==> src/design/wpc_regs.svh <==
// Register offsets, field positions, reset values and widths for the wake and power registers
`ifndef WPC_REGS_SVH
`define WPC_REGS_SVH

// ==========================================================================
// Byte addresses
// ==========================================================================
`define WPC_ADDR_WAKE_EDGE   32'h40048200
`define WPC_ADDR_WAKE_EN     32'h40048204
`define WPC_ADDR_WAKE_CLR    32'h40048208
`define WPC_ADDR_WAKE_STAT   32'h4004820c
`define WPC_ADDR_REMAP_CFG   32'h40048234
`define WPC_ADDR_PWR_CTRL    32'h40048238
`define WPC_ADDR_IRQ_STAT    32'h40048300
`define WPC_ADDR_IRQ_MASK    32'h40048304
`define WPC_ADDR_PART_ID     32'h400483f4

// ==========================================================================
// Field positions and widths
// ==========================================================================
`define WPC_PIN_COUNT        11
`define WPC_SRC_COUNT        13
`define WPC_BIT_RF           11
`define WPC_BIT_TIMER        12
`define WPC_BIT_FLASH_OFF    0
`define WPC_PWR_WIDTH        6

// ==========================================================================
// Reset values
// ==========================================================================
`define WPC_RST_WAKE         13'h0000
`define WPC_RST_PWR          6'h3e
`define WPC_RST_WORD         32'h00000000

`endif

==> src/design/wpc_pkg.sv <==
// Shared types for the wake and power configuration block
package wpc_pkg;

    // One bus word
    typedef logic [31:0] wpc_word_t;

    // Register selected by the current bus address
    typedef enum {
        WPC_SEL_NONE,
        WPC_SEL_EDGE,
        WPC_SEL_EN,
        WPC_SEL_CLR,
        WPC_SEL_STAT,
        WPC_SEL_REMAP,
        WPC_SEL_PWR,
        WPC_SEL_IRQ_STAT,
        WPC_SEL_IRQ_MASK,
        WPC_SEL_ID
    } wpc_sel_e;

endpackage

==> src/design/wpc_irq.sv <==
// Sticky event status with mask and a single level interrupt output
`timescale 1ns/100ps

module wpc_irq #(
    parameter int N = 13
) (
    input  wire logic         clk,
    input  wire logic         srst,
    input  wire logic         ce,
    input  wire logic [N-1:0] event_in,   // One-cycle event pulses
    input  wire logic [N-1:0] mask,       // 1 lets a status bit raise the interrupt
    input  wire logic         read_clr,   // Status register read this cycle
    output logic      [N-1:0] status,     // Sticky status
    output logic              irq         // Level interrupt
);

    logic [N-1:0] status_q;  // Sticky bits
    logic [N-1:0] status_d;  // Next value

    // Read clears, but an event in the same cycle still sets its bit
    assign status_d = event_in | (read_clr ? '0 : status_q);

    // ======================================================================
    // Status register
    // ======================================================================
    always_ff @(posedge clk) begin
        if (srst) begin
            status_q <= '0;
        end else if (ce) begin
            status_q <= status_d;
        end
    end

    assign status = status_q;
    assign irq    = |(status_q & mask);

endmodule

==> src/design/wpc_top.sv <==
// Wake-source status, flash remap, analog power-down and part ID register bank
//
// What this block does
// RL1: Bits 10:0 report latched port pin starts.
// RL2: Bit 11 RF start, bit 12 timer start.
// RL3: Only enabled sources may report a start.
// RL4: Remap flag set: whole flash maps to SRAM.
// RL5: Remap begins at deep sleep, ends on clear.
// RL6: Remap ignores the flash power-down bit.
// RL7: Power control writable anytime, acts immediately.
// RL8: Power bits: flash, temp, cap, nvm, current, pair.
// RL9: Flash powered at reset, others powered down.
// RL10: Software moves vectors, code to SRAM first.
// RL11: Part ID read-only, loaded during boot.
// RL12: Reserved status and power bits reset zero.
// RL13: Clear bit one resets latch, then zero.
// RL14: Pin edge chosen per bit: 0 fall, 1 rise.
// RL15: Reserved bits read zero, writes ignored.
//
// The strobed register port was chosen for this implementation.
`timescale 1ns/100ps
`include "wpc_regs.svh"

module wpc_top
    import wpc_pkg::*;
#(
    parameter int N_PINS = `WPC_PIN_COUNT
) (
    input  wire logic                     clk,
    input  wire logic                     srst,
    input  wire logic                     ce,
    // Register port
    input  wire logic [31:0]              addr,
    input  wire logic [31:0]              wdata,
    input  wire logic                     wr,
    input  wire logic                     rd,
    output logic      [31:0]              rdata,
    // Wake sources
    input  wire logic [N_PINS-1:0]        port_pin_line,
    input  wire logic                     rf_wake_in,
    input  wire logic                     timer_wake_in,
    // Power mode and boot
    input  wire logic                     deep_sleep_enter,
    input  wire logic                     id_load_valid,
    input  wire logic [31:0]              id_load_data,
    // Outputs to the system
    output logic                          flash_remap_active,
    output logic      [`WPC_PWR_WIDTH-1:0] power_down,
    output logic                          irq
);

    localparam int NS = `WPC_SRC_COUNT;  // Pins plus RF plus timer

    // ======================================================================
    // Elaboration check
    // ======================================================================
    // The status layout puts RF and timer right above the pins, so the
    // pin count is fixed by the register map.
    if (N_PINS != `WPC_PIN_COUNT) begin : g_bad_pins
        $error("wpc_top: N_PINS must equal the fixed pin field width");
    end

    // ======================================================================
    // Registers
    // ======================================================================
    logic [NS-1:0]              edge_q;      // Edge select, only pin bits kept
    logic [NS-1:0]              edge_d;

    logic [NS-1:0]              en_q;        // Wake enables
    logic [NS-1:0]              en_d;

    logic [NS-1:0]              clr_q;       // Clear register as last written
    logic [NS-1:0]              clr_d;

    logic                       flag_q;      // Flash remap request flag
    logic                       flag_d;

    logic                       remap_q;     // Remap currently in force
    logic                       remap_d;

    logic [`WPC_PWR_WIDTH-1:0]  pwr_q;       // Analog power-down bits
    logic [`WPC_PWR_WIDTH-1:0]  pwr_d;

    logic [NS-1:0]              mask_q;      // Interrupt mask
    logic [NS-1:0]              mask_d;

    logic [31:0]                id_q;        // Part identification word
    logic [31:0]                id_d;

    logic [31:0]                rdata_q;     // Read data, valid one cycle
    logic [31:0]                rdata_d;

    // ======================================================================
    // Address decode
    // ======================================================================
    wpc_sel_e sel;
    assign sel = (addr == `WPC_ADDR_WAKE_EDGE) ? WPC_SEL_EDGE     :
                 (addr == `WPC_ADDR_WAKE_EN)   ? WPC_SEL_EN       :
                 (addr == `WPC_ADDR_WAKE_CLR)  ? WPC_SEL_CLR      :
                 (addr == `WPC_ADDR_WAKE_STAT) ? WPC_SEL_STAT     :
                 (addr == `WPC_ADDR_REMAP_CFG) ? WPC_SEL_REMAP    :
                 (addr == `WPC_ADDR_PWR_CTRL)  ? WPC_SEL_PWR      :
                 (addr == `WPC_ADDR_IRQ_STAT)  ? WPC_SEL_IRQ_STAT :
                 (addr == `WPC_ADDR_IRQ_MASK)  ? WPC_SEL_IRQ_MASK :
                 (addr == `WPC_ADDR_PART_ID)   ? WPC_SEL_ID       :
                                                 WPC_SEL_NONE;

    // Write strobes per register
    wire wr_edge  = wr & (sel == WPC_SEL_EDGE);
    wire wr_en    = wr & (sel == WPC_SEL_EN);
    wire wr_clr   = wr & (sel == WPC_SEL_CLR);
    wire wr_remap = wr & (sel == WPC_SEL_REMAP);
    wire wr_pwr   = wr & (sel == WPC_SEL_PWR);
    wire wr_mask  = wr & (sel == WPC_SEL_IRQ_MASK);

    // Reading the event status clears it
    wire rd_irqst = rd & (sel == WPC_SEL_IRQ_STAT);

    // ======================================================================
    // Wake sources and latches
    // ======================================================================
    wire [NS-1:0] src_line  = {timer_wake_in, rf_wake_in, port_pin_line};
    // RF and timer have no edge choice; they latch on the rising edge
    wire [NS-1:0] src_rise  = {2'b11, edge_q[N_PINS-1:0]};  // RL14

    // A written one clears its latch for that cycle
    wire [NS-1:0] clr_pulse = wr_clr ? wdata[NS-1:0] : '0;  // RL13
    wire [NS-1:0] seen;
    wire [NS-1:0] hit;

    wpc_wake_latch #(
        .N         (NS)
    ) u_latch (
        .clk       (clk),
        .srst      (srst),
        .ce        (ce),
        .line_in   (src_line),
        .edge_rise (src_rise),
        .enable    (en_q),
        .clear     (clr_pulse),
        .seen      (seen),
        .hit       (hit)
    );

    // Disabled sources are hidden from the status word
    // The latch refuses disabled sources too, so a late enable shows no old edge
    wire [NS-1:0] stat_view = seen & en_q;  // RL3

    // ======================================================================
    // Event interrupt
    // ======================================================================
    wire [NS-1:0] irq_status;

    wpc_irq #(
        .N        (NS)
    ) u_irq (
        .clk      (clk),
        .srst     (srst),
        .ce       (ce),
        .event_in (hit),
        .mask     (mask_q),
        .read_clr (rd_irqst & ce),
        .status   (irq_status),
        .irq      (irq)
    );

    // ======================================================================
    // Next-state values
    // ======================================================================
    // Only the pin bits of the edge register exist
    assign edge_d = wr_edge ? {2'b00, wdata[N_PINS-1:0]} : edge_q;  // RL15

    // Enable, clear and mask keep all thirteen source bits
    assign en_d   = wr_en   ? wdata[NS-1:0] : en_q;
    assign clr_d  = wr_clr  ? wdata[NS-1:0] : clr_q;
    assign mask_d = wr_mask ? wdata[NS-1:0] : mask_q;
    // Only the flag bit of the remap word is stored
    assign flag_d = wr_remap ? wdata[`WPC_BIT_FLASH_OFF] : flag_q;

    // Any write lands on the next edge, no lock or power-state check
    assign pwr_d  = wr_pwr ? wdata[`WPC_PWR_WIDTH-1:0] : pwr_q;  // RL7

    // Remap arms on deep-sleep entry and drops when the flag is cleared;
    // it never looks at the flash power-down bit
    assign remap_d = flag_q & (remap_q | deep_sleep_enter);  // RL5 RL6

    // Writes to the ID word are ignored; only the boot load changes it
    assign id_d   = id_load_valid ? id_load_data : id_q;  // RL11

    // ======================================================================
    // Read mux
    // ======================================================================
    wire [31:0] rd_mux =
        (sel == WPC_SEL_EDGE)     ? {19'h00000, edge_q}            :
        (sel == WPC_SEL_EN)       ? {19'h00000, en_q}              :
        (sel == WPC_SEL_CLR)      ? {19'h00000, clr_q}             :
        (sel == WPC_SEL_STAT)     ? {19'h00000, stat_view}         :  // RL1 RL2
        (sel == WPC_SEL_REMAP)    ? {31'h00000000, flag_q}         :
        (sel == WPC_SEL_PWR)      ? {26'h0000000, pwr_q}           :  // RL15
        (sel == WPC_SEL_IRQ_STAT) ? {19'h00000, irq_status}        :
        (sel == WPC_SEL_IRQ_MASK) ? {19'h00000, mask_q}            :
        (sel == WPC_SEL_ID)       ? id_q                           :
                                    32'h00000000;
    // Data stand only in the cycle after the strobe
    // A zero idle value lets the fabric OR the read data of several slaves
    assign rdata_d = rd ? rd_mux : 32'h00000000;

    // ======================================================================
    // Control registers
    // ======================================================================
    // Reserved and power bits take their reset constants
    always_ff @(posedge clk) begin
        if (srst) begin
            edge_q <= `WPC_RST_WAKE;
            en_q   <= `WPC_RST_WAKE;
            clr_q  <= `WPC_RST_WAKE;
            mask_q <= `WPC_RST_WAKE;
            flag_q <= 1'b0;
            pwr_q  <= `WPC_RST_PWR;  // RL9 RL12
        end else if (ce) begin
            edge_q <= edge_d;
            en_q   <= en_d;
            clr_q  <= clr_d;
            mask_q <= mask_d;
            flag_q <= flag_d;
            pwr_q  <= pwr_d;
        end
    end

    // Remap state, ID word and read data
    always_ff @(posedge clk) begin
        if (srst) begin
            remap_q <= 1'b0;
            id_q    <= `WPC_RST_WORD;
            rdata_q <= `WPC_RST_WORD;
        end else if (ce) begin
            remap_q <= remap_d;
            id_q    <= id_d;
            rdata_q <= rdata_d;
        end
    end

    // ======================================================================
    // Outputs
    // ======================================================================
    // Remap covers the full flash range, not just the vector table; the
    // bus fabric applies it to every flash address
    assign flash_remap_active = remap_q;  // RL4

    // Bit order: flash, temp sensor, cap conv, data nvm, current, pair;
    // software must move vectors and code to SRAM before setting bit 0
    assign power_down = pwr_q;  // RL8
    assign rdata      = rdata_q;
endmodule

==> src/design/wpc_wake_latch.sv <==
// Per-source edge detector and sticky start latch for the wake sources
`timescale 1ns/100ps

module wpc_wake_latch #(
    parameter int N = 13
) (
    input  wire logic         clk,
    input  wire logic         srst,
    input  wire logic         ce,
    input  wire logic [N-1:0] line_in,    // Source levels, synchronous to clk
    input  wire logic [N-1:0] edge_rise,  // 1 rising edge, 0 falling edge
    input  wire logic [N-1:0] enable,     // Source enables
    input  wire logic [N-1:0] clear,      // One-cycle clear pulses
    output logic      [N-1:0] seen,       // Latched start state
    output logic      [N-1:0] hit         // One-cycle pulse on a new accepted edge
);

    logic armed_q;  // Blocks a false edge on the first sample after reset

    // ======================================================================
    // Arming flop
    // ======================================================================
    always_ff @(posedge clk) begin
        if (srst) begin
            armed_q <= 1'b0;
        end else if (ce) begin
            armed_q <= 1'b1;
        end
    end

    // ======================================================================
    // One latch per source
    // ======================================================================
    for (genvar i = 0; i < N; i++) begin : g_src
        logic prev_q;                         // Previous level of the line
        logic seen_q;                         // Sticky start state
        wire  rise = line_in[i] & ~prev_q;    // Rising edge this cycle
        wire  fall = ~line_in[i] & prev_q;    // Falling edge this cycle
        // Edge of the selected polarity on an enabled source only
        wire  take = armed_q & enable[i] & (edge_rise[i] ? rise : fall);

        // Previous level follows the line; reset to a constant
        always_ff @(posedge clk) begin
            if (srst) begin
                prev_q <= 1'b0;
            end else if (ce) begin
                prev_q <= line_in[i];
            end
        end

        // New edge wins over a clear in the same cycle
        always_ff @(posedge clk) begin
            if (srst) begin
                seen_q <= 1'b0;
            end else if (ce) begin
                seen_q <= take | (seen_q & ~clear[i]);
            end
        end

        assign seen[i] = seen_q;
        assign hit[i]  = take & ce;
    end

endmodule

==> config.mk <==
export PLATFORM = sky130hd
export DESIGN_NAME = wpc_top
export DESIGN_NICKNAME = d
export VERILOG_FILES = /design/src/design/wpc_pkg.sv /design/src/design/wpc_irq.sv /design/src/design/wpc_top.sv /design/src/design/wpc_wake_latch.sv
export VERILOG_INCLUDE_DIRS = /design/src /design/src/design
export SDC_FILE = /design/constraint.sdc
export NUM_CORES = 1
export LEC_CHECK = 0
export BUFFER_PORTS_ARGS = -buffer_cell sky130_fd_sc_hd__buf_2
export CAP_MARGIN = 20
export CORE_ASPECT_RATIO = 1.1
export CORE_MARGIN = 2
export CORE_UTILIZATION = 55
export CTS_BUF_LIST = sky130_fd_sc_hd__clkbuf_16
export DETAILED_ROUTE_END_ITERATION = 12
export MAX_ROUTING_LAYER = met4
export PLACE_DENSITY = 0.8
export SLEW_MARGIN = 20
export SYNTH_ARGS = -nofsm -noshare
export SYNTH_HDL_FRONTEND = slang
export SYNTH_HIERARCHICAL = 1
export SYNTH_SLANG_ARGS = --single-unit
==> constraint.sdc <==
create_clock -name clk -period 4.78 [get_ports clk]
set_input_delay 1.434 -clock clk [delete_from_list [all_inputs] [get_ports clk]]
set_output_delay 1.434 -clock clk [all_outputs]
set_load 0.02 [all_outputs]
==> results.toml <==
[status]
outcome = "complete, no violations"

[detailed_routing]
firstDrtPassIters = 6
drt_iter0_drc = 735
routed_wl_um = 21200
vias_per_cell = 5.85
drt.antenna.violating_nets = 0
wl_per_cell_um = 17.4
vias = 7140
drc = 0

[timing]
fmax_ghz = 0.291
min_period_over_period = 0.719
setup_viol = 0
period_needed_ns = 3.44
drv_slew = 0
clock_skew_ns = 0.00677
relSlewSlack = 0.437
rsz0062_at_grt = "no"
tightestPinTransition_ns = 0.840
hold_violations = 0
setup_tns_ns = 0

[clocking]
ctsHoldBuffers = 0
cts_num_sinks = 162
clk_path_buf_depth = 2
tritoncts = "yes"
clock_latency_ns = 0.43
root_buffer = "clkbuf_16"
cts_buffers = 17
cts.clk_slew.worst_paths_ns = 0.06
postCtsSetupBuffers = 0
htreeDepth = 4
cts-resized-gates = 0

[setup_path]
critical_path.max_fanout = 11
slowest_delay_ns = 0.60
cp-start-kind = "primary input"
critPathArrivalTime_ns = 3.73
crit_chain = "buf_2 > nor4_4 > nand3_2 > or3_1 > nand2b_1 > nand2_1 > a21oi_1"
crit_slowest_cell = "or3_1"
worstSetupPathType = "primary input to flip-flop"
worst-path-buf-inv = 1
worst_setup_path_end_kind = "flip-flop"
cpLargestDelayFamily = "simple AND/OR/NAND/NOR gates"
required_ns = 5.07

[logic_synthesis]
yosysTopAreaCell = "dfxtp_1"
ys_seq_elements = 162
ys_warn_count = 6
synth_top_area_frac = 0.429
synthArstFlopShare = 0
synth-edff-count = 0
synth.area.top_cells = "dfxtp_1 43%, nand2_1 11%, a21oi_1 7.6%"
synth.avg_cell_area_um2 = 8.16
seq_area_frac_synth = 0.429
ys_types = 62
ys.flop_type = "dfxtp_1"
netlist_area_um2 = 7560
synth_cells = 927

[cells_and_area]
antennaDiodeCount = 0
final_common_cell = "nand2_1"
syn_to_final_growth_pct = 15.8
final_nets = 1139
drive_gt1_frac = 0.201
layout_common_cells = "217 x nand2_1, 162 x dfxtp_1, 135 x buf_2"
fill_cells = 1177

[floorplan]
die_x_um = 116
row_count = 44
die_area_um2 = 14700
die_h_um = 127
start_util = 0.568
core_um2 = 13300
ios = 156

[power]
powerDensity_nw_per_um2 = 328
power.leakage_uw = 0.00338
power_uw = 2870
ir_drop_v = 0.000266

[worst_hold_path]
worstHoldPathType = "flip-flop to flip-flop"

[placed_design]
port_buffers = 136
hpwl_um = 14300
place_congestion = 0.985

[global_route]
overflow = 0
grtUsageTotal = 0.297
grt_pass1_vias = 6660
grt_max_degree = 61
antenna_found_initial = 0
grt_pass1_wl_um = 33500

[run]
cap_violations = 0
[tightest hold or removal path, stage by stage (launching register included)]
cell and delay [ns]:
dfxtp_1 0.31, nand2_1 0.05, a21oi_1 0.05
[layout make-up]
type                       count  area (um^2)  share of cell area
clock buffer                  17          425              0.0486
clock inverter                15          144              0.0164
inverter                       5         18.8             0.00214
multi-input combinational    687         3900               0.446
sequential                   162         3240               0.370
tap                          184          230              0.0263
timing repair buffer         150          792              0.0905
[synthesized netlist by cell type (6+ instances only)]
master     number
a222oi_1        6
nor2_1         58
a22oi_2        10
o22ai_1        16
mux2i_1        20
nor4_1          7
o2bb2ai_1      13
and3_1         30
nand2b_1       23
and3b_1        13
nand3_1        16
buf_2          18
o21ai_1         9
nand2_1       217
buf_4          17
nor2b_1        23
a211oi_1        6
dfxtp_1       162
nor3_1          6
clkbuf_1       35
a22oi_1        15
a21oi_1       115
[metal layers]
| metal | vias up | part of all wire | track usage |
|---|---|---|---|
| li1 | 3426 | - | - |
| met1 | 3268 | 0.41 | 0.392 |
| met2 | 379 | 0.46 | 0.442 |
| met3 | 67 | 0.092 | 0.0541 |
| met4 | 0 | 0.039 | 0.143 |
| met5 | - | 0 | - |
[flip-flops by register name, summed over array words and instances, names as in the netlist]
| register | cells |
|---|---|
| flag_q | 1 |
| flash_remap_active | 1 |
| en_q | 13 |
| power_down | 6 |
| id_q | 32 |
| clr_q | 13 |
| u_latch/g_src.prev_q | 13 |
| u_irq/status | 13 |
| mask_q | 13 |
| edge_q | 11 |
| u_latch/armed_q | 1 |
| u_latch/g_src.seen_q | 13 |
| rdata | 32 |
[power breakdown]
part           internal (uW)  total, uW  switching (uW)
logic                   63.6        173             109
clock network            763       1320             558
registers               1370       1380            11.7
[through the flow]
step	hold WS (ns)	std cells	setup WS, ns	instance area (um^2)	util
2_1_floorplan	0.430	930	1.64	7570	-
3_3_place_gp	0.439	1187	0.996	8180	0.614
3_5_place_dp	0.447	1187	0.987	8180	0.614
4_1_cts	0.455	1219	1.41	8740	0.656
5_1_grt	0.473	1220	1.18	8760	0.657
6_report	0.453	1220	1.34	8760	0.657
[kinds of logic (layout without fill, tap and decap cells)]
group | Yosys count | after routing | synth area share
and+or+nand+nor | 432 | 432 | 0.285
other | 1 | 4 | 0.000496
AOI/OAI and AO/OA | 231 | 231 | 0.202
buffers and inverters | 81 | 187 | 0.0567
DFF | 162 | 162 | 0.429
muxes | 20 | 20 | 0.0265
[path summary, 6_finish.rpt]
path	to	cells after the start	start	slack (ns)
worst min-delay path	clr_q[9]	2	clr_q[9]	0.45
worst min register to register	clr_q[9]	2	clr_q[9]	0.45
worst max-delay path	edge_q[7]	7	addr[5]	1.34
worst max register to register	rdata[7]	4	u_irq/status[7]	3.24
(Power assumes the default switching activity.)
